`config.mk`:
```
export PLATFORM = sky130hd
export DESIGN_NAME = event_select
export DESIGN_NICKNAME = d
export VERILOG_FILES = /design/src/common/event_select_pkg.sv /design/src/rtl/event_sync.sv /design/src/rtl/event_select.sv
export VERILOG_INCLUDE_DIRS = /design/src /design/src/common
export SDC_FILE = /design/constraint.sdc
export NUM_CORES = 1
export LEC_CHECK = 0
export BUFFER_PORTS_ARGS = -buffer_cell sky130_fd_sc_hd__clkbuf_2
export CAP_MARGIN = 20
export CORE_ASPECT_RATIO = 1.2
export CORE_MARGIN = 1.5
export CORE_UTILIZATION = 55
export CTS_BUF_LIST = sky130_fd_sc_hd__clkbuf_4
export CTS_CLUSTER_DIAMETER = 100
export DETAILED_ROUTE_END_ITERATION = 12
export PLACE_DENSITY_LB_ADDON = 0.1
export SETUP_SLACK_MARGIN = 0.02
export SKIP_CTS_REPAIR_TIMING = 1
export SLEW_MARGIN = 20
export SYNTH_ARGS = -nofsm -noshare
export SYNTH_HDL_FRONTEND = slang
export SYNTH_SLANG_ARGS = --single-unit
```
`constraint.sdc`:
```
create_clock -name core_clk_in -period 5.1 [get_ports core_clk_in]
set_input_delay 1.53 -clock core_clk_in [delete_from_list [all_inputs] [get_ports core_clk_in]]
set_output_delay 1.53 -clock core_clk_in [all_outputs]
set_load 0.02 [all_outputs]
```
`src/common/event_select_defines.svh`:
```
// Behaviour
// code 0: primary set point, first gains
// code 1 active: secondary set point used
// code 2 active: second gain set used
// code 3 active: both set point and gains
// tuning stores gains into selected set
// code 4: clear alarm 1, retrigger on release
// code 5: clear alarm 2, retrigger on release
// code 6: clear both alarms, retrigger each
// code 7 active: output 1 drive zero
// code 8 active: output 2 drive zero
// code 9 active: both drives zero
// outputs restored as soon as released
// code 10 active: all parameters locked; a finished tuning run still stores its gains into set 1 while locked
// absolute format: secondary used directly
// offset format: primary plus secondary
// swap only in dual-fixed or ramp modes; the code gates only the set point swap, the gain swap works in every mode
// event changing set point aborts tuning
// event synchronised, edges detected once
`ifndef EVENT_SELECT_DEFINES_SVH
`define EVENT_SELECT_DEFINES_SVH

// register byte offsets
`define OFS_CTRL     8'h00
`define OFS_SP_PRI   8'h04
`define OFS_SP_SEC   8'h08
`define OFS_G1_PB    8'h0c
`define OFS_G1_TI    8'h10
`define OFS_G1_TD    8'h14
`define OFS_G2_PB    8'h18
`define OFS_G2_TI    8'h1c
`define OFS_G2_TD    8'h20
`define OFS_TUNE     8'h24
`define OFS_STATUS   8'h28
`define OFS_ACT_SP   8'h2c

// control register fields
`define CTRL_FN_LSB   0
`define CTRL_FN_MSB   3
`define CTRL_FMT_BIT  4
`define CTRL_MODE_LSB 5
`define CTRL_MODE_MSB 7

// tune command bits
`define TUNE_START_BIT 0
`define TUNE_CLR_BIT   1

// reset values
`define RST_SP       16'h0000
`define RST_PB       16'h00b4
`define RST_TI       16'h0064
`define RST_TD       16'h00fa
`define RST_CTRL     8'h00

// ahb constants
`define HTRANS_NONSEQ 2'b10
`define HSIZE_WORD    3'b010

`endif

```
`src/common/event_select_pkg.sv`:
```
package event_select_pkg;

  typedef logic [15:0] value_t;

  // event input function codes
  typedef enum logic [3:0] {
    fn_none                = 4'h0,
    fn_setpoint_swap       = 4'h1,
    gain_set_swap          = 4'h2,
    setpoint_and_gain_swap = 4'h3,
    clear_alarm_one        = 4'h4,
    clear_alarm_two        = 4'h5,
    clear_both_alarms      = 4'h6,
    kill_output_one        = 4'h7,
    kill_output_two        = 4'h8,
    kill_both_outputs      = 4'h9,
    fn_param_lock          = 4'ha
  } event_fn_e;

  // set point source modes
  typedef enum logic [2:0] {
    single_setpoint_mode     = 3'h0,
    ramp_per_min_mode        = 3'h1,
    ramp_per_hour_mode       = 3'h2,
    remote_in1_mode          = 3'h3,
    remote_in2_mode          = 3'h4,
    dual_fixed_setpoint_mode = 3'h5
  } sp_mode_e;

  typedef struct packed {
    value_t pb;
    value_t ti;
    value_t td;
  } gain_set_s;

  typedef struct packed {
    logic       valid;
    logic       write;
    logic [7:0] addr;
  } ahb_req_s;

  typedef struct packed {
    logic level;
    logic rise;
    logic fall;
  } event_edge_s;

endpackage

```
`src/rtl/event_sync.sv`:
```
`timescale 1ns/1ps
`include "event_select_defines.svh"
module event_sync
  import event_select_pkg::*;
(
  input  wire logic  core_clk_in,
  input  wire logic  rst_in,
  input  wire logic  pin_in,
  output event_edge_s edge_out
);
  logic meta_r;
  logic sync_r;
  logic last_r;

  // two-stage synchroniser; meta_r feeds sync_r only
  always_ff @(posedge core_clk_in) begin
    if (rst_in) begin
      meta_r <= 1'b0;
      sync_r <= 1'b0;
      last_r <= 1'b0;
    end else begin
      meta_r <= pin_in;
      sync_r <= meta_r;
      last_r <= sync_r;
    end
  end

  // edges are one-cycle pulses, one per transition
  always_comb begin
    edge_out.level = sync_r;
    edge_out.rise  = sync_r & ~last_r;
    edge_out.fall  = ~sync_r & last_r;
  end
endmodule

```
`src/rtl/event_select.sv`:
```
// Added by the designer: the AHB-Lite slave port and the register addresses.
`timescale 1ns/1ps
`include "event_select_defines.svh"
module event_select
  import event_select_pkg::*;
(
  input  wire logic        core_clk_in,
  input  wire logic        rst_in,
  input  wire logic        event_pin_in,
  input  wire logic        hsel_in,
  input  wire logic [31:0] haddr_in,
  input  wire logic [1:0]  htrans_in,
  input  wire logic        hwrite_in,
  input  wire logic [2:0]  hsize_in,
  input  wire logic [31:0] hwdata_in,
  input  wire logic        hready_in,
  output logic      [31:0] hrdata_out,
  output logic             hreadyout_out,
  output logic             hresp_out,
  input  wire value_t      mv1_in,
  input  wire value_t      mv2_in,
  input  wire logic        alarm1_cond_in,
  input  wire logic        alarm2_cond_in,
  input  wire logic        tune_done_in,
  input  wire gain_set_s   tune_gains_in,
  output value_t           active_setpoint_out,
  output gain_set_s        active_gains_out,
  output value_t           out1_drive_level_out,
  output value_t           out2_drive_level_out,
  output logic             alarm1_out,
  output logic             alarm2_out,
  output logic             param_lock_out,
  output logic             tune_run_out,
  output logic             tune_abort_out,
  output logic             tune_fail_out
);

  event_edge_s ev;
  event_fn_e   event_function_select;
  logic        second_setpoint_format;  // 1 = offset, 0 = absolute
  sp_mode_e    setpoint_source_mode;
  value_t      primary_setpoint;
  value_t      secondary_setpoint;
  gain_set_s   gains_r [2];
  ahb_req_s    req_r;
  logic        rd_wait_r;
  logic        tune_fail_r;
  logic        tune_run_r;

  logic        sp_allowed;
  logic        use_sp2;
  logic        use_g2;
  logic        lock;
  logic        kill1;
  logic        kill2;
  logic        abort;
  logic        wr_en;
  value_t      alt_sp;
  value_t      wdata;
  logic [31:0] rd_nxt;

  // function classification shared by control and checks
  function automatic logic sp_swap_fn(input event_fn_e f);
    return (f == fn_setpoint_swap) || (f == setpoint_and_gain_swap);
  endfunction

  function automatic logic g_swap_fn(input event_fn_e f);
    return (f == gain_set_swap) || (f == setpoint_and_gain_swap);
  endfunction

  function automatic logic clr_a1_fn(input event_fn_e f);
    return (f == clear_alarm_one) || (f == clear_both_alarms);
  endfunction

  function automatic logic clr_a2_fn(input event_fn_e f);
    return (f == clear_alarm_two) || (f == clear_both_alarms);
  endfunction

  // wraps on overflow; software keeps the sum in range
  function automatic value_t sp_add(input value_t a, input value_t b);
    logic [16:0] s;
    s = {1'b0, a} + {1'b0, b};
    return s[15:0];
  endfunction

  // pin synchronised
  event_sync u_sync (
    .core_clk_in (core_clk_in),
    .rst_in      (rst_in),
    .pin_in      (event_pin_in),
    .edge_out    (ev)
  );

  // selection terms from the synchronised event level
  always_comb begin
    // set point swap gated by mode
    sp_allowed = (setpoint_source_mode == dual_fixed_setpoint_mode) ||
                 (setpoint_source_mode == ramp_per_min_mode) ||
                 (setpoint_source_mode == ramp_per_hour_mode);
    // secondary set point
    use_sp2 = ev.level && sp_allowed && sp_swap_fn(event_function_select);
    // second gain set
    use_g2 = ev.level && g_swap_fn(event_function_select);
    // offset format adds
    alt_sp = second_setpoint_format ? sp_add(primary_setpoint, secondary_setpoint)
                                    : secondary_setpoint;
    // parameter lock
    lock  = ev.level && (event_function_select == fn_param_lock);
    kill1 = ev.level && ((event_function_select == kill_output_one) ||
                         (event_function_select == kill_both_outputs));
    kill2 = ev.level && ((event_function_select == kill_output_two) ||
                         (event_function_select == kill_both_outputs));
    // only an edge that really moves the set point
    abort = tune_run_r && (ev.rise || ev.fall) && sp_allowed &&
            sp_swap_fn(event_function_select) && (alt_sp != primary_setpoint);
    // wrong-size writes are dropped rather than half-applied
    wr_en = req_r.valid && req_r.write;
    wdata = hwdata_in[15:0];
  end

  // ahb address phase capture
  always_ff @(posedge core_clk_in) begin
    if (rst_in) begin
      req_r <= '0;
    end else if (hready_in) begin
      req_r.valid <= hsel_in && (htrans_in == `HTRANS_NONSEQ) &&
                     (hsize_in == `HSIZE_WORD || !hwrite_in);
      req_r.write <= hwrite_in;
      req_r.addr  <= haddr_in[7:0];
    end else begin
      req_r.valid <= 1'b0;
    end
  end

  // reads wait one cycle so a write just before is seen
  always_ff @(posedge core_clk_in) begin
    if (rst_in) begin
      rd_wait_r     <= 1'b0;
      hreadyout_out <= 1'b1;
      hrdata_out    <= 32'h0000_0000;
    end else if (hready_in && hsel_in && htrans_in == `HTRANS_NONSEQ && !hwrite_in) begin
      rd_wait_r     <= 1'b1;
      hreadyout_out <= 1'b0;
    end else if (rd_wait_r) begin
      rd_wait_r     <= 1'b0;
      hreadyout_out <= 1'b1;
      hrdata_out    <= rd_nxt;
    end
  end

  always_ff @(posedge core_clk_in) begin
    hresp_out <= 1'b0;  // always okay
  end

  // read decode; unmapped offsets read zero
  always_comb begin
    rd_nxt = 32'h0000_0000;
    if (req_r.addr == `OFS_CTRL) begin
      rd_nxt[`CTRL_FN_MSB:`CTRL_FN_LSB]     = event_function_select;
      rd_nxt[`CTRL_FMT_BIT]                 = second_setpoint_format;
      rd_nxt[`CTRL_MODE_MSB:`CTRL_MODE_LSB] = setpoint_source_mode;
    end else if (req_r.addr == `OFS_SP_PRI) begin
      rd_nxt[15:0] = primary_setpoint;
    end else if (req_r.addr == `OFS_SP_SEC) begin
      rd_nxt[15:0] = secondary_setpoint;
    end else if (req_r.addr == `OFS_G1_PB) begin
      rd_nxt[15:0] = gains_r[0].pb;
    end else if (req_r.addr == `OFS_G1_TI) begin
      rd_nxt[15:0] = gains_r[0].ti;
    end else if (req_r.addr == `OFS_G1_TD) begin
      rd_nxt[15:0] = gains_r[0].td;
    end else if (req_r.addr == `OFS_G2_PB) begin
      rd_nxt[15:0] = gains_r[1].pb;
    end else if (req_r.addr == `OFS_G2_TI) begin
      rd_nxt[15:0] = gains_r[1].ti;
    end else if (req_r.addr == `OFS_G2_TD) begin
      rd_nxt[15:0] = gains_r[1].td;
    end else if (req_r.addr == `OFS_STATUS) begin
      rd_nxt[7:0] = {tune_fail_r, tune_run_r, alarm2_out, alarm1_out,
                     lock, use_g2, use_sp2, ev.level};
    end else if (req_r.addr == `OFS_ACT_SP) begin
      rd_nxt[15:0] = active_setpoint_out;
    end
  end

  // configuration and set points
  always_ff @(posedge core_clk_in) begin
    if (rst_in) begin
      event_function_select  <= fn_none;
      second_setpoint_format <= 1'b0;
      setpoint_source_mode   <= single_setpoint_mode;
      primary_setpoint       <= `RST_SP;
      secondary_setpoint     <= `RST_SP;
    // writes blocked
    end else if (wr_en && !lock) begin
      if (req_r.addr == `OFS_CTRL) begin
        event_function_select  <= event_fn_e'(hwdata_in[`CTRL_FN_MSB:`CTRL_FN_LSB]);
        second_setpoint_format <= hwdata_in[`CTRL_FMT_BIT];
        setpoint_source_mode   <= sp_mode_e'(hwdata_in[`CTRL_MODE_MSB:`CTRL_MODE_LSB]);
      end else if (req_r.addr == `OFS_SP_PRI) begin
        primary_setpoint <= wdata;
      end else if (req_r.addr == `OFS_SP_SEC) begin
        secondary_setpoint <= wdata;
      end
    end
  end

  // gain sets; a finished tuning run wins over a bus write
  always_ff @(posedge core_clk_in) begin
    if (rst_in) begin
      for (int i = 0; i < 2; i++) begin
        gains_r[i] <= '{pb: `RST_PB, ti: `RST_TI, td: `RST_TD};
      end
    // tuned values land in selected set
    end else if (tune_done_in && tune_run_r) begin
      gains_r[use_g2] <= tune_gains_in;
    end else if (wr_en && !lock) begin
      if (req_r.addr == `OFS_G1_PB) begin
        gains_r[0].pb <= wdata;
      end else if (req_r.addr == `OFS_G1_TI) begin
        gains_r[0].ti <= wdata;
      end else if (req_r.addr == `OFS_G1_TD) begin
        gains_r[0].td <= wdata;
      end else if (req_r.addr == `OFS_G2_PB) begin
        gains_r[1].pb <= wdata;
      end else if (req_r.addr == `OFS_G2_TI) begin
        gains_r[1].ti <= wdata;
      end else if (req_r.addr == `OFS_G2_TD) begin
        gains_r[1].td <= wdata;
      end
    end
  end

  // tuning run and failure flag; failure set beats clear
  always_ff @(posedge core_clk_in) begin
    if (rst_in) begin
      tune_run_r     <= 1'b0;
      tune_fail_r    <= 1'b0;
      tune_abort_out <= 1'b0;
    end else begin
      tune_abort_out <= abort;
      // abort and flag
      if (abort) begin
        tune_run_r  <= 1'b0;
        tune_fail_r <= 1'b1;
      end else begin
        if (tune_done_in) begin
          tune_run_r <= 1'b0;
        end else if (wr_en && req_r.addr == `OFS_TUNE && hwdata_in[`TUNE_START_BIT]) begin
          tune_run_r <= 1'b1;
        end
        if (wr_en && req_r.addr == `OFS_TUNE && hwdata_in[`TUNE_CLR_BIT]) begin
          tune_fail_r <= 1'b0;
        end
      end
    end
  end

  // control values handed to the loop
  always_ff @(posedge core_clk_in) begin
    if (rst_in) begin
      active_setpoint_out <= `RST_SP;
      active_gains_out    <= '{pb: `RST_PB, ti: `RST_TI, td: `RST_TD};
      param_lock_out      <= 1'b0;
      tune_run_out        <= 1'b0;
      tune_fail_out       <= 1'b0;
    end else begin
      // R4: R14: set point pick
      active_setpoint_out <= use_sp2 ? alt_sp : primary_setpoint;
      // R4: gain set pick
      active_gains_out    <= gains_r[use_g2];
      param_lock_out      <= lock;
      tune_run_out        <= tune_run_r;
      tune_fail_out       <= tune_fail_r;
    end
  end

  // drive levels forced low while killed, restored on release
  always_ff @(posedge core_clk_in) begin
    if (rst_in) begin
      out1_drive_level_out <= 16'h0000;
      out2_drive_level_out <= 16'h0000;
    end else begin
      // R11: R12: output 1
      out1_drive_level_out <= kill1 ? 16'h0000 : mv1_in;
      // R11: R12: output 2
      out2_drive_level_out <= kill2 ? 16'h0000 : mv2_in;
    end
  end

  // latched alarms; held clear while the event stays active
  always_ff @(posedge core_clk_in) begin
    if (rst_in) begin
      alarm1_out <= 1'b0;
      alarm2_out <= 1'b0;
    end else begin
      // R8: alarm 1
      if (ev.level && clr_a1_fn(event_function_select)) begin
        alarm1_out <= 1'b0;
      end else if (alarm1_cond_in) begin
        alarm1_out <= 1'b1;
      end
      // R8: alarm 2
      if (ev.level && clr_a2_fn(event_function_select)) begin
        alarm2_out <= 1'b0;
      end else if (alarm2_cond_in) begin
        alarm2_out <= 1'b1;
      end
    end
  end
endmodule

```
==> results of run 1 <==
## final cells by class
| type | instances | area (sq um) |
|---|---|---|
| fillers | 1917 | 7630 |
| flip-flops and latches | 271 | 6390 |
| multi-input cells | 972 | 5840 |
| repair buffers | 267 | 1430 |
| clock buffers | 97 | 728 |
| well taps | 279 | 349 |
| clock inverters | 23 | 133 |
| inverters | 6 | 22.5 |
| diodes | 1 | 2.50 |
## worst paths after layout
check                                        start                        to  slack, ps  depth (start not counted)
min reg2reg               u_sync.meta_r$_SDFF_PP0_  u_sync.sync_r$_SDFF_PP0_        470                          1
max reg2reg  event_function_select[2]$_SDFFE_PP0P_  gains_r[1][19]$_DFFE_PP_       1380                          9
min                       u_sync.meta_r$_SDFF_PP0_  u_sync.sync_r$_SDFF_PP0_        470                          1
max          event_function_select[2]$_SDFFE_PP0P_  gains_r[1][19]$_DFFE_PP_       1380                          9
## where the power goes
part | switching, W | total, W | internal [W]
clock network | 0.000891 | 0.00183 | 0.000936
registers | 0.0000333 | 0.00232 | 0.00228
logic | 0.000201 | 0.000300 | 0.0000989
## flip-flops by register name, indices dropped and copies added, names as in the netlist, 16 cells and up
register / count
secondary_setpoint: 16
hrdata_out: 16
gains_r: 96
out2_drive_level_out: 16
active_gains_out: 48
primary_setpoint: 16
out1_drive_level_out: 16
active_setpoint_out: 16
## metrics by stage
step                      power [W]  setup slack [ps]  utilization (%)  instances  hold slack (ps)
after detailed placement    0.00266              1280             62.2       1794              452
final                       0.00444              1380             66.1       1916              468
after floorplan             0.00252              1650                -       1368              414
after global routing        0.00460              1060             66.1       1916              480
after CTS                   0.00447              1450             66.1       1914              471
after global placement      0.00266              1330             62.2       1794              451
## kinds of logic (layout without fill, tap and decap cells)
logic type      count (synthesis)  after routing  share of synthesized area, %
compound gates                389            389                          21.7
xor+xnor                       34             34                          2.46
fa+ha+maj                      16             16                          1.64
buf+inv                       125            393                          4.38
flops                         271            271                          50.3
mux                            16             16                          1.29
other cells                     1             18                        0.0295
simple gates                  500            500                          18.2
## critical path, cell delays in order, from the launching register on
cell,delay [ps]
dfxtp_1,510
nand3b_1,170
or3b_2,160
nor2b_1,760
nand2_1,280
nor2_1,440
a21oi_2,100
buf_4,240
nand2b_1,430
buf_4,300
## metal layers
layer  vias up  wire length, um  GRT usage, %  part of all wire (%)
met5         -                0             0                     0
met4         0             2740          23.2                   6.5
met3       144             3860          6.21                   9.1
met2       734            19800          56.5                    47
met1      5477            16000          42.1                    38
li1       5396                -             -                     -
## layout by cell type (no fill, tap or decap), types with 17 or more instances in the layout
master	netlist	layout
xnor2_1	17	17
conb_1	1	17
nor3_1	20	18
nor2_1	85	84
nand3b_1	19	19
a211oi_1	18	18
dfxtp_1	175	175
edfxtp_1	96	96
buf_4	18	30
a31oi_1	17	17
and2_1	37	37
a22oi_1	28	28
a21oi_1	145	144
nand2_1	263	263
a22o_1	59	59
nand3_1	17	17
clkbuf_2	1	235
clkbuf_4	0	98
o21ai_0	22	18
==> impl_table.tex, run 1 <==
\begin{tabular}{lr}
\hline
Metric & Value \\
\hline
\multicolumn{2}{l}{\textbf{Yosys}} \\
\quad Yosys cell types & 83 \\
\quad Area of the mapped netlist & 12700 sq um \\
\quad Async S/R FF share, synth & 0\% \\
\quad Library cell occupying the most area in the post-synthesis netlist & dfxtp\_1 \\
\quad Top post-synthesis cells by count & nand2\_1 (263), dfxtp\_1 (175), a21oi\_1 (145) \\
\quad Synth top area share & 27.6\% \\
\quad Leading cell types by total area after synthesis & dfxtp\_1 (28\%), edfxtp\_1 (23\%), nand2\_1 (7.8\%), a21oi\_1 (5.7\%), a22o\_1 (4.1\%) \\
\quad Post-synthesis sequential element count & 271 \\
\quad Post-Syn Area per Cell & 9.39 sq um \\
\quad Portion of the post-synthesis area used by sequential elements & 50.3\% \\
\quad Library cell with the highest instance count after synthesis & nand2\_1 \\
\quad EDFF count, synth & 96 \\
\quad Warnings, synthesis & 0 \\
\quad Mapped Cells & 1352 \\
\quad Post-synth top flop & dfxtp\_1 \\
\multicolumn{2}{l}{\textbf{Detailed routing}} \\
\quad Detailed-route wire length & 42300 um \\
\quad Drt pass-1 iters & 7 \\
\quad Detailed-route via count & 11800 \\
\quad Mean routed wirelength per cell & 22.1 um \\
\quad Violation count after the first detailed-route iteration & 1064 \\
\quad Antenna-violating nets left & 0 \\
\quad Detailed-route DRC error count & 0 \\
\quad Number of vias per cell & 6.13 \\
\multicolumn{2}{l}{\textbf{Pwr}} \\
\quad Leak pwr & 6.03 nW \\
\quad Maximum ir drop on the vdd rail & 0.210 mV \\
\quad Cell Pwr Density & 298 nW/um\^{}2 \\
\multicolumn{2}{l}{\textbf{STA}} \\
\quad Total negative setup slack & 0 ps \\
\quad RSZ-0062 raised after global routing & no \\
\quad Final setup viols & 0 \\
\quad Final critical-path required period & 3720 ps \\
\quad Transition time of the tightest slew-check pin & 1140 ps \\
\quad Fmax & 269 MHz \\
\quad Final count of hold timing violations & 0 \\
\quad Clock Skew & 54.2 ps \\
\quad Slew headroom & 24.0\% \\
\quad Final cycle utilization of the critical path & 73.0\% \\
\quad Final Max Tran Viols & 0 \\
\multicolumn{2}{l}{\textbf{Floorplan}} \\
\quad Total Die Area & 24000 sq um \\
\quad Die extent in y & 169 um \\
\quad Initial standard-cell utilization of the core & 56.4\% \\
\quad I/O Pins & 294 \\
\quad DIE WIDTH & 142 um \\
\quad Std-Cell Core Area & 22500 sq um \\
\quad Number of standard-cell rows in the floorplan & 60 \\
\multicolumn{2}{l}{\textbf{CTS}} \\
\quad TritonCTS buffer count & 67 \\
\quad Clock insertion delay at the later pin of the skew report & 700 ps \\
\quad CTS Sinks & 271 \\
\quad H-tree depth reported by CTS & 3 \\
\quad Clock tree buffer depth & 3 \\
\quad Clock Pin Slew Worst Setup and Hold Paths & 80 ps \\
\quad Clock Root Buffer & clkbuf\_4 \\
\quad CTS tree & built \\
\multicolumn{2}{l}{\textbf{GRT}} \\
\quad Global-route wire length before repair & 62500 um \\
\quad Global-route usage over all layers & 34.7\% \\
\quad Overflow left after global routing & 0 \\
\quad Largest net degree at the start of global routing & 142 \\
\quad Number of antenna violations at the first check in global routing & 1 \\
\quad Via count of the first global-routing pass & 11000 \\
\multicolumn{2}{l}{\textbf{Run status}} \\
\quad Status & complete, no violations \\
\multicolumn{2}{l}{\textbf{Layout}} \\
\quad NumNets Final & 1759 \\
\quad Final standard cell area without fillers & 14900 sq um \\
\quad Fraction of final layout cells sized beyond drive strength 1 & 24.5\% \\
\quad Area growth from synthesis to layout & 17.2\% \\
\multicolumn{2}{l}{\textbf{Placement}} \\
\quad Final RePlAce weighted congestion & 0.971 \\
\quad Placed standard-cell area & 14000 sq um \\
\quad Count of input and output buffers & 236 \\
\quad DPL Wire Length & 29500 um \\
\multicolumn{2}{l}{\textbf{Worst hold path}} \\
\quad Hold Path Class & flop to flop \\
\multicolumn{2}{l}{\textbf{Critical path}} \\
\quad Critical Path End Type & flop \\
\quad Req. time, crit path & 5460 ps \\
\quad Max Fanout on Critical Path & 17 \\
\quad Arr. time, crit path & 4080 ps \\
\quad Worst setup SP type & flop \\
\quad CP Class & flop to flop \\
\multicolumn{2}{l}{\textbf{Run}} \\
\quad Number of maximum-capacitance violations & 0 \\
\hline
\end{tabular}
No activity file was read; power rests on OpenSTA's default activity.
==> run 2: changes to the inputs <==
- clock period: 5.1 -> 3.8 ns (I/O delays scaled with it)
==> impl_table.tex, run 2 (same netlist as run 1, synthesis figures left out) <==
\begin{tabular}{lr}
\hline
Metric & Value \\
\hline
\multicolumn{2}{l}{\textbf{Run status}} \\
\quad Status & complete, no violations \\
\multicolumn{2}{l}{\textbf{Floorplan}} \\
\quad Initial standard-cell utilization of the core & 56.4\% \\
\quad Std-Cell Core Area & 22500 sq um \\
\quad Number of standard-cell rows in the floorplan & 60 \\
\quad Die extent in y & 169 um \\
\quad DIE WIDTH & 142 um \\
\quad Total Die Area & 24000 sq um \\
\quad I/O Pins & 294 \\
\multicolumn{2}{l}{\textbf{Run}} \\
\quad Number of maximum-capacitance violations & 0 \\
\multicolumn{2}{l}{\textbf{Detailed routing}} \\
\quad Violation count after the first detailed-route iteration & 1310 \\
\quad Antenna-violating nets left & 0 \\
\quad Drt pass-1 iters & 7 \\
\quad Detailed-route DRC error count & 0 \\
\quad Mean routed wirelength per cell & 22.2 um \\
\quad Detailed-route via count & 11900 \\
\quad Detailed-route wire length & 43000 um \\
\quad Number of vias per cell & 6.15 \\
\multicolumn{2}{l}{\textbf{CTS}} \\
\quad Clock tree buffer depth & 3 \\
\quad Clock Pin Slew Worst Setup and Hold Paths & 70 ps \\
\quad TritonCTS buffer count & 70 \\
\quad H-tree depth reported by CTS & 3 \\
\quad CTS tree & built \\
\quad CTS Sinks & 271 \\
\quad Clock Root Buffer & clkbuf\_4 \\
\quad Clock insertion delay at the later pin of the skew report & 690 ps \\
\multicolumn{2}{l}{\textbf{Pwr}} \\
\quad Maximum ir drop on the vdd rail & 0.257 mV \\
\quad PnR Total Power & 0.00626 W \\
\quad Leak pwr & 6.17 nW \\
\quad Cell Pwr Density & 413 nW/um\^{}2 \\
\multicolumn{2}{l}{\textbf{Layout}} \\
\quad NumNets Final & 1778 \\
\quad Largest registers in the final layout & gains\_r (96), active\_gains\_out (48) \\
\quad Filler cell count in the final layout & 1906 \\
\quad Most frequent cells in the layout & nand2\_1 (263), clkbuf\_2 (235), dfxtp\_1 (175) \\
\quad Flip-flop count of the largest register after layout & 96 \\
\quad Leading cell type in the layout, fill and taps excluded & nand2\_1 \\
\quad Area growth from synthesis to layout & 19.2\% \\
\quad Register with the most flip-flops & gains\_r \\
\quad Fraction of final layout cells sized beyond drive strength 1 & 25.7\% \\
\multicolumn{2}{l}{\textbf{STA}} \\
\quad Fmax & 294 MHz \\
\quad Final critical-path required period & 3400 ps \\
\quad Final cycle utilization of the critical path & 89.6\% \\
\quad Hold slack final & 456 ps \\
\quad Final count of hold timing violations & 0 \\
\quad Final setup viols & 0 \\
\quad Transition time of the tightest slew-check pin & 1030 ps \\
\quad Total negative setup slack & 0 ps \\
\quad Slew headroom & 31.4\% \\
\quad Final Max Tran Viols & 0 \\
\quad RSZ-0062 raised after global routing & no \\
\quad Clock Skew & 38.8 ps \\
\multicolumn{2}{l}{\textbf{Critical path}} \\
\quad Worst Setup SP & event\_function\_select[3]\$\_SDFFE\_PP0P\_ \\
\quad Series of cell instances along the critical path & nand3b\_1 > or3b\_2 > nor2b\_1 > nand2\_1 > nor2\_1 > a21oi\_1 > nand2b\_1 > buf\_4 \\
\quad Max Fanout on Critical Path & 14 \\
\quad Critical Path End Type & flop \\
\quad Slowest CP cell & nor2b\_1 \\
\quad CP peak stage delay & 810 ps \\
\quad Req. time, crit path & 4170 ps \\
\quad Worst setup SP type & flop \\
\quad Arr. time, crit path & 3780 ps \\
\quad Worst reg2reg path startpoint & event\_function\_select[3]\$\_SDFFE\_PP0P\_ \\
\quad CP Class & flop to flop \\
\multicolumn{2}{l}{\textbf{GRT}} \\
\quad Overflow left after global routing & 0 \\
\quad Number of antenna violations at the first check in global routing & 1 \\
\quad Largest net degree at the start of global routing & 51 \\
\quad Global-route wire length before repair & 63800 um \\
\quad Global-route usage over all layers & 35.4\% \\
\quad Via count of the first global-routing pass & 11200 \\
\multicolumn{2}{l}{\textbf{Placement}} \\
\quad DPL Wire Length & 30300 um \\
\quad Count of input and output buffers & 236 \\
\quad Final RePlAce weighted congestion & 0.968 \\
\multicolumn{2}{l}{\textbf{Worst hold path}} \\
\quad Hold Path Class & flop to flop \\
\quad Origin of the worst min-delay path & u\_sync.meta\_r\$\_SDFF\_PP0\_ \\
\hline
\end{tabular}
run 2: cell types whose count changed in the layout (fill, tap and decap cells not counted), moves of 2 or more:
cell,before,now
buf_4,30,46
bufinv_16,1,3
clkbuf_4,98,113
clkinv_1,13,7
clkinv_2,5,1
clkinv_4,2,0
inv_2,2,0
run 2: worst paths after layout:
kind / depth (start not counted) / slack (ps) / to
min: 1 / 460 / u_sync.sync_r$_SDFF_PP0_
min reg2reg: 1 / 460 / u_sync.sync_r$_SDFF_PP0_
max reg2reg: 8 / 400 / gains_r[1][30]$_DFFE_PP_
max: 8 / 400 / gains_r[1][30]$_DFFE_PP_
run 2: layer usage:
metal / global-route usage, % / vias up / wire, um
met5: 0 / - / 0
met4: 21.0 / 0 / 2630
met3: 6.57 / 178 / 4210
met2: 57.9 / 813 / 20000
met1: 43.7 / 5480 / 16100
li1: - / 5437 / -
run 2: layout make-up:
class                   instances  area [sq um]  share of cell area (%)
multi-input cells             972          5830                    38.5
diodes                          1          2.50                  0.0165
repair buffers                283          1560                    10.3
well taps                     279           349                    2.31
inverters                       6          22.5                   0.149
clock buffers                 113           848                    5.61
flip-flops and latches        271          6390                    42.2
clock inverters                12           133                   0.876
run 2: through the flow:
step                instances  utilization (%)  area (sq um)  setup slack [ps]
floorplan                1368                -         12800               741
global placement         1811             62.8         14200               590
detailed placement       1811             62.8         14200               539
CTS                      1936             67.2         15100               477
global route             1937             67.2         15100               299
finish                   1937             67.2         15100               397
run 2: worst max-delay path: cells and delay by family (launching register included):
kind                   cells  cell delay (ps)
buffers and inverters      1              210
flip-flops                 1              410
AND/OR/NAND/NOR            6             2090
AO/OA/AOI/OAI              1              370
run 2: where the power goes:
part,leakage (nW),internal [W],switching [W]
clock network,0.576,0.00155,0.00119
logic,3.27,0.000136,0.000273
registers,2.33,0.00307,0.0000447
total,6.17,0.00475,0.00151
==> run 3: changes to the inputs <==
- PLACE_DENSITY_LB_ADDON: 0.1 -> 0.25
==> impl_table.tex, run 3 (same netlist as run 1, synthesis figures left out) <==
\begin{tabular}{lr}
\hline
Metric & Value \\
\hline
\multicolumn{2}{l}{\textbf{STA}} \\
\quad Final cycle utilization of the critical path & 89.8\% \\
\quad Total negative setup slack & 0 ps \\
\quad Slew headroom & 32.5\% \\
\quad Final setup viols & 0 \\
\quad Final Max Tran Viols & 0 \\
\quad Final count of hold timing violations & 0 \\
\quad Transition time of the tightest slew-check pin & 1010 ps \\
\quad Final critical-path required period & 3410 ps \\
\quad Fmax & 293 MHz \\
\quad Clock Skew & 53.7 ps \\
\quad RSZ-0062 raised after global routing & no \\
\multicolumn{2}{l}{\textbf{Placement}} \\
\quad Final RePlAce weighted congestion & 0.992 \\
\quad DPL Wire Length & 30200 um \\
\quad Count of input and output buffers & 236 \\
\multicolumn{2}{l}{\textbf{Pwr}} \\
\quad Maximum ir drop on the vdd rail & 0.385 mV \\
\quad Cell Pwr Density & 399 nW/um\^{}2 \\
\quad Leak pwr & 6.14 nW \\
\multicolumn{2}{l}{\textbf{Critical path}} \\
\quad Series of cell instances along the critical path & nand3b\_1 > or3b\_2 > nor2b\_1 > nand2\_1 > nor2\_1 > a21oi\_1 > nand2b\_1 > buf\_4 \\
\quad Req. time, crit path & 4190 ps \\
\quad Worst r2r dst & gains\_r[1][21]\$\_DFFE\_PP\_ \\
\quad Logic depth of the worst register-to-register path & 8 \\
\quad Worst setup SP type & flop \\
\quad Critical Path End Type & flop \\
\quad Worst reg2reg path startpoint & event\_function\_select[2]\$\_SDFFE\_PP0P\_ \\
\quad CP Class & flop to flop \\
\quad Max Fanout on Critical Path & 14 \\
\quad CP peak stage delay & 810 ps \\
\quad Slowest CP cell & nor2b\_1 \\
\quad FF-to-FF setup slack & 390 ps \\
\quad Buf+Inv Stages, Crit Path & 1 \\
\quad Gate family responsible for the most delay along the worst path & simple AND/OR/NAND/NOR gates \\
\quad Arr. time, crit path & 3800 ps \\
\multicolumn{2}{l}{\textbf{Detailed routing}} \\
\quad Mean routed wirelength per cell & 22.1 um \\
\quad Detailed-route wire length & 42900 um \\
\quad Detailed-route DRC error count & 0 \\
\quad Detailed-route via count & 12100 \\
\quad Drt pass-1 iters & 6 \\
\quad Violation count after the first detailed-route iteration & 1468 \\
\quad Antenna-violating nets left & 0 \\
\quad Number of vias per cell & 6.22 \\
\multicolumn{2}{l}{\textbf{Layout}} \\
\quad Fraction of final layout cells sized beyond drive strength 1 & 25.4\% \\
\quad Filler cell count in the final layout & 1848 \\
\quad Largest registers in the final layout & gains\_r (96), active\_gains\_out (48) \\
\quad Multi-input combinational cell area & 5830 sq um \\
\quad Area growth from synthesis to layout & 18.4\% \\
\quad NumNets Final & 1781 \\
\quad Leading cell type in the layout, fill and taps excluded & nand2\_1 \\
\quad Fraction of the core area covered by cells at the end of the flow & 66.8\% \\
\quad Register with the most flip-flops & gains\_r \\
\quad Flip-flop count of the largest register after layout & 96 \\
\quad Storage cell area & 6390 sq um \\
\quad Most frequent cells in the layout & nand2\_1 (263), clkbuf\_2 (235), dfxtp\_1 (175) \\
\multicolumn{2}{l}{\textbf{GRT}} \\
\quad Global-route usage over all layers & 35.2\% \\
\quad Largest net degree at the start of global routing & 75 \\
\quad Number of antenna violations at the first check in global routing & 1 \\
\quad GR met3 Demand/Resource & 7.73\% \\
\quad Overflow left after global routing & 0 \\
\quad Via count of the first global-routing pass & 11500 \\
\quad Global-route track usage on met2 & 57.9\% \\
\quad Most crowded layer after global routing & met2 \\
\quad M1 GR Usage & 42.1\% \\
\quad Global-route wire length before repair & 63800 um \\
\multicolumn{2}{l}{\textbf{Floorplan}} \\
\quad Total Die Area & 24000 sq um \\
\quad Std-Cell Core Area & 22500 sq um \\
\quad DIE WIDTH & 142 um \\
\quad I/O Pins & 294 \\
\quad Initial standard-cell utilization of the core & 56.4\% \\
\quad Die extent in y & 169 um \\
\quad Number of standard-cell rows in the floorplan & 60 \\
\multicolumn{2}{l}{\textbf{CTS}} \\
\quad CTS tree & built \\
\quad Clock insertion delay at the later pin of the skew report & 700 ps \\
\quad Clock Pin Slew Worst Setup and Hold Paths & 70 ps \\
\quad Clock tree buffer depth & 3 \\
\quad H-tree depth reported by CTS & 3 \\
\quad CTS Sinks & 271 \\
\quad TritonCTS buffer count & 70 \\
\quad Clock Root Buffer & clkbuf\_4 \\
\multicolumn{2}{l}{\textbf{Worst hold path}} \\
\quad Instance count along the most critical hold path & 1 \\
\quad Origin of the worst min-delay path & u\_sync.meta\_r\$\_SDFF\_PP0\_ \\
\quad Hold Path Class & flop to flop \\
\quad Endpoint of the worst hold path & u\_sync.sync\_r\$\_SDFF\_PP0\_ \\
\multicolumn{2}{l}{\textbf{Run}} \\
\quad Number of maximum-capacitance violations & 0 \\
\multicolumn{2}{l}{\textbf{Run status}} \\
\quad Status & complete, no violations \\
\hline
\end{tabular}
-- run 3: changes by cell type in the layout (fill, tap and decap cells not counted), sizes merged --
| cell | previous run | this run |
|---|---|---|
| bufinv | 3 | 0 |
| clkinvlp | 2 | 1 |
| clkbuf | 348 | 340 |
| buf | 48 | 51 |
| inv | 5 | 9 |
| clkinv | 8 | 18 |
-- run 3: worst max path at each step --
stage                                                startpoint                        end  slack [ps]  depth (start not counted)
final                     event_function_select[2]$_SDFFE_PP0P_   gains_r[1][21]$_DFFE_PP_         390                          8
after global routing      event_function_select[2]$_SDFFE_PP0P_   gains_r[1][21]$_DFFE_PP_          70                          8
after detailed placement  event_function_select[2]$_SDFFE_PP0P_   gains_r[1][25]$_DFFE_PP_         480                          8
after global placement         primary_setpoint[0]$_SDFFE_PP0P_  tune_abort_out$_SDFF_PP0_         530                         10
after floorplan                                          rst_in   gains_r[1][32]$_DFFE_PP_         740                          5
after CTS                 event_function_select[2]$_SDFFE_PP0P_   gains_r[1][21]$_DFFE_PP_         400                          8
-- run 3: final cells by class --
class | count | share of cell area [%]
flip-flops and latches | 271 | 42.5
clock buffers | 105 | 5.24
well taps | 279 | 2.32
diodes | 1 | 0.0166
inverters | 6 | 0.150
multi-input cells | 972 | 38.7
clock inverters | 22 | 0.691
repair buffers | 286 | 10.4
-- run 3: where the power goes --
part | leakage [nW] | total (W) | internal [W] | switching (W)
clock | 0.535 | 0.00249 | 0.00128 | 0.00121
combinational | 3.28 | 0.000407 | 0.000134 | 0.000273
sequential | 2.33 | 0.00311 | 0.00307 | 0.0000436
-- run 3: metrics by stage --
step                total power (W)  cells  setup WS, ps  cell area, sq um  hold WS (ps)
floorplan                   0.00338   1368           741             12800           414
global placement            0.00357   1814           534             14100           437
detailed placement          0.00357   1814           484             14100           437
CTS                         0.00602   1941           404             15000           441
global route                0.00622   1942          69.8             15000           456
finish                      0.00601   1942           389             15000           435
-- run 3: per-layer routing --
| layer | up-vias | wire length (um) |
|---|---|---|
| li1 | 5441 | - |
| met1 | 5593 | 15300 |
| met2 | 897 | 20300 |
| met3 | 156 | 4710 |
| met4 | 0 | 2600 |
| met5 | - | 0 |
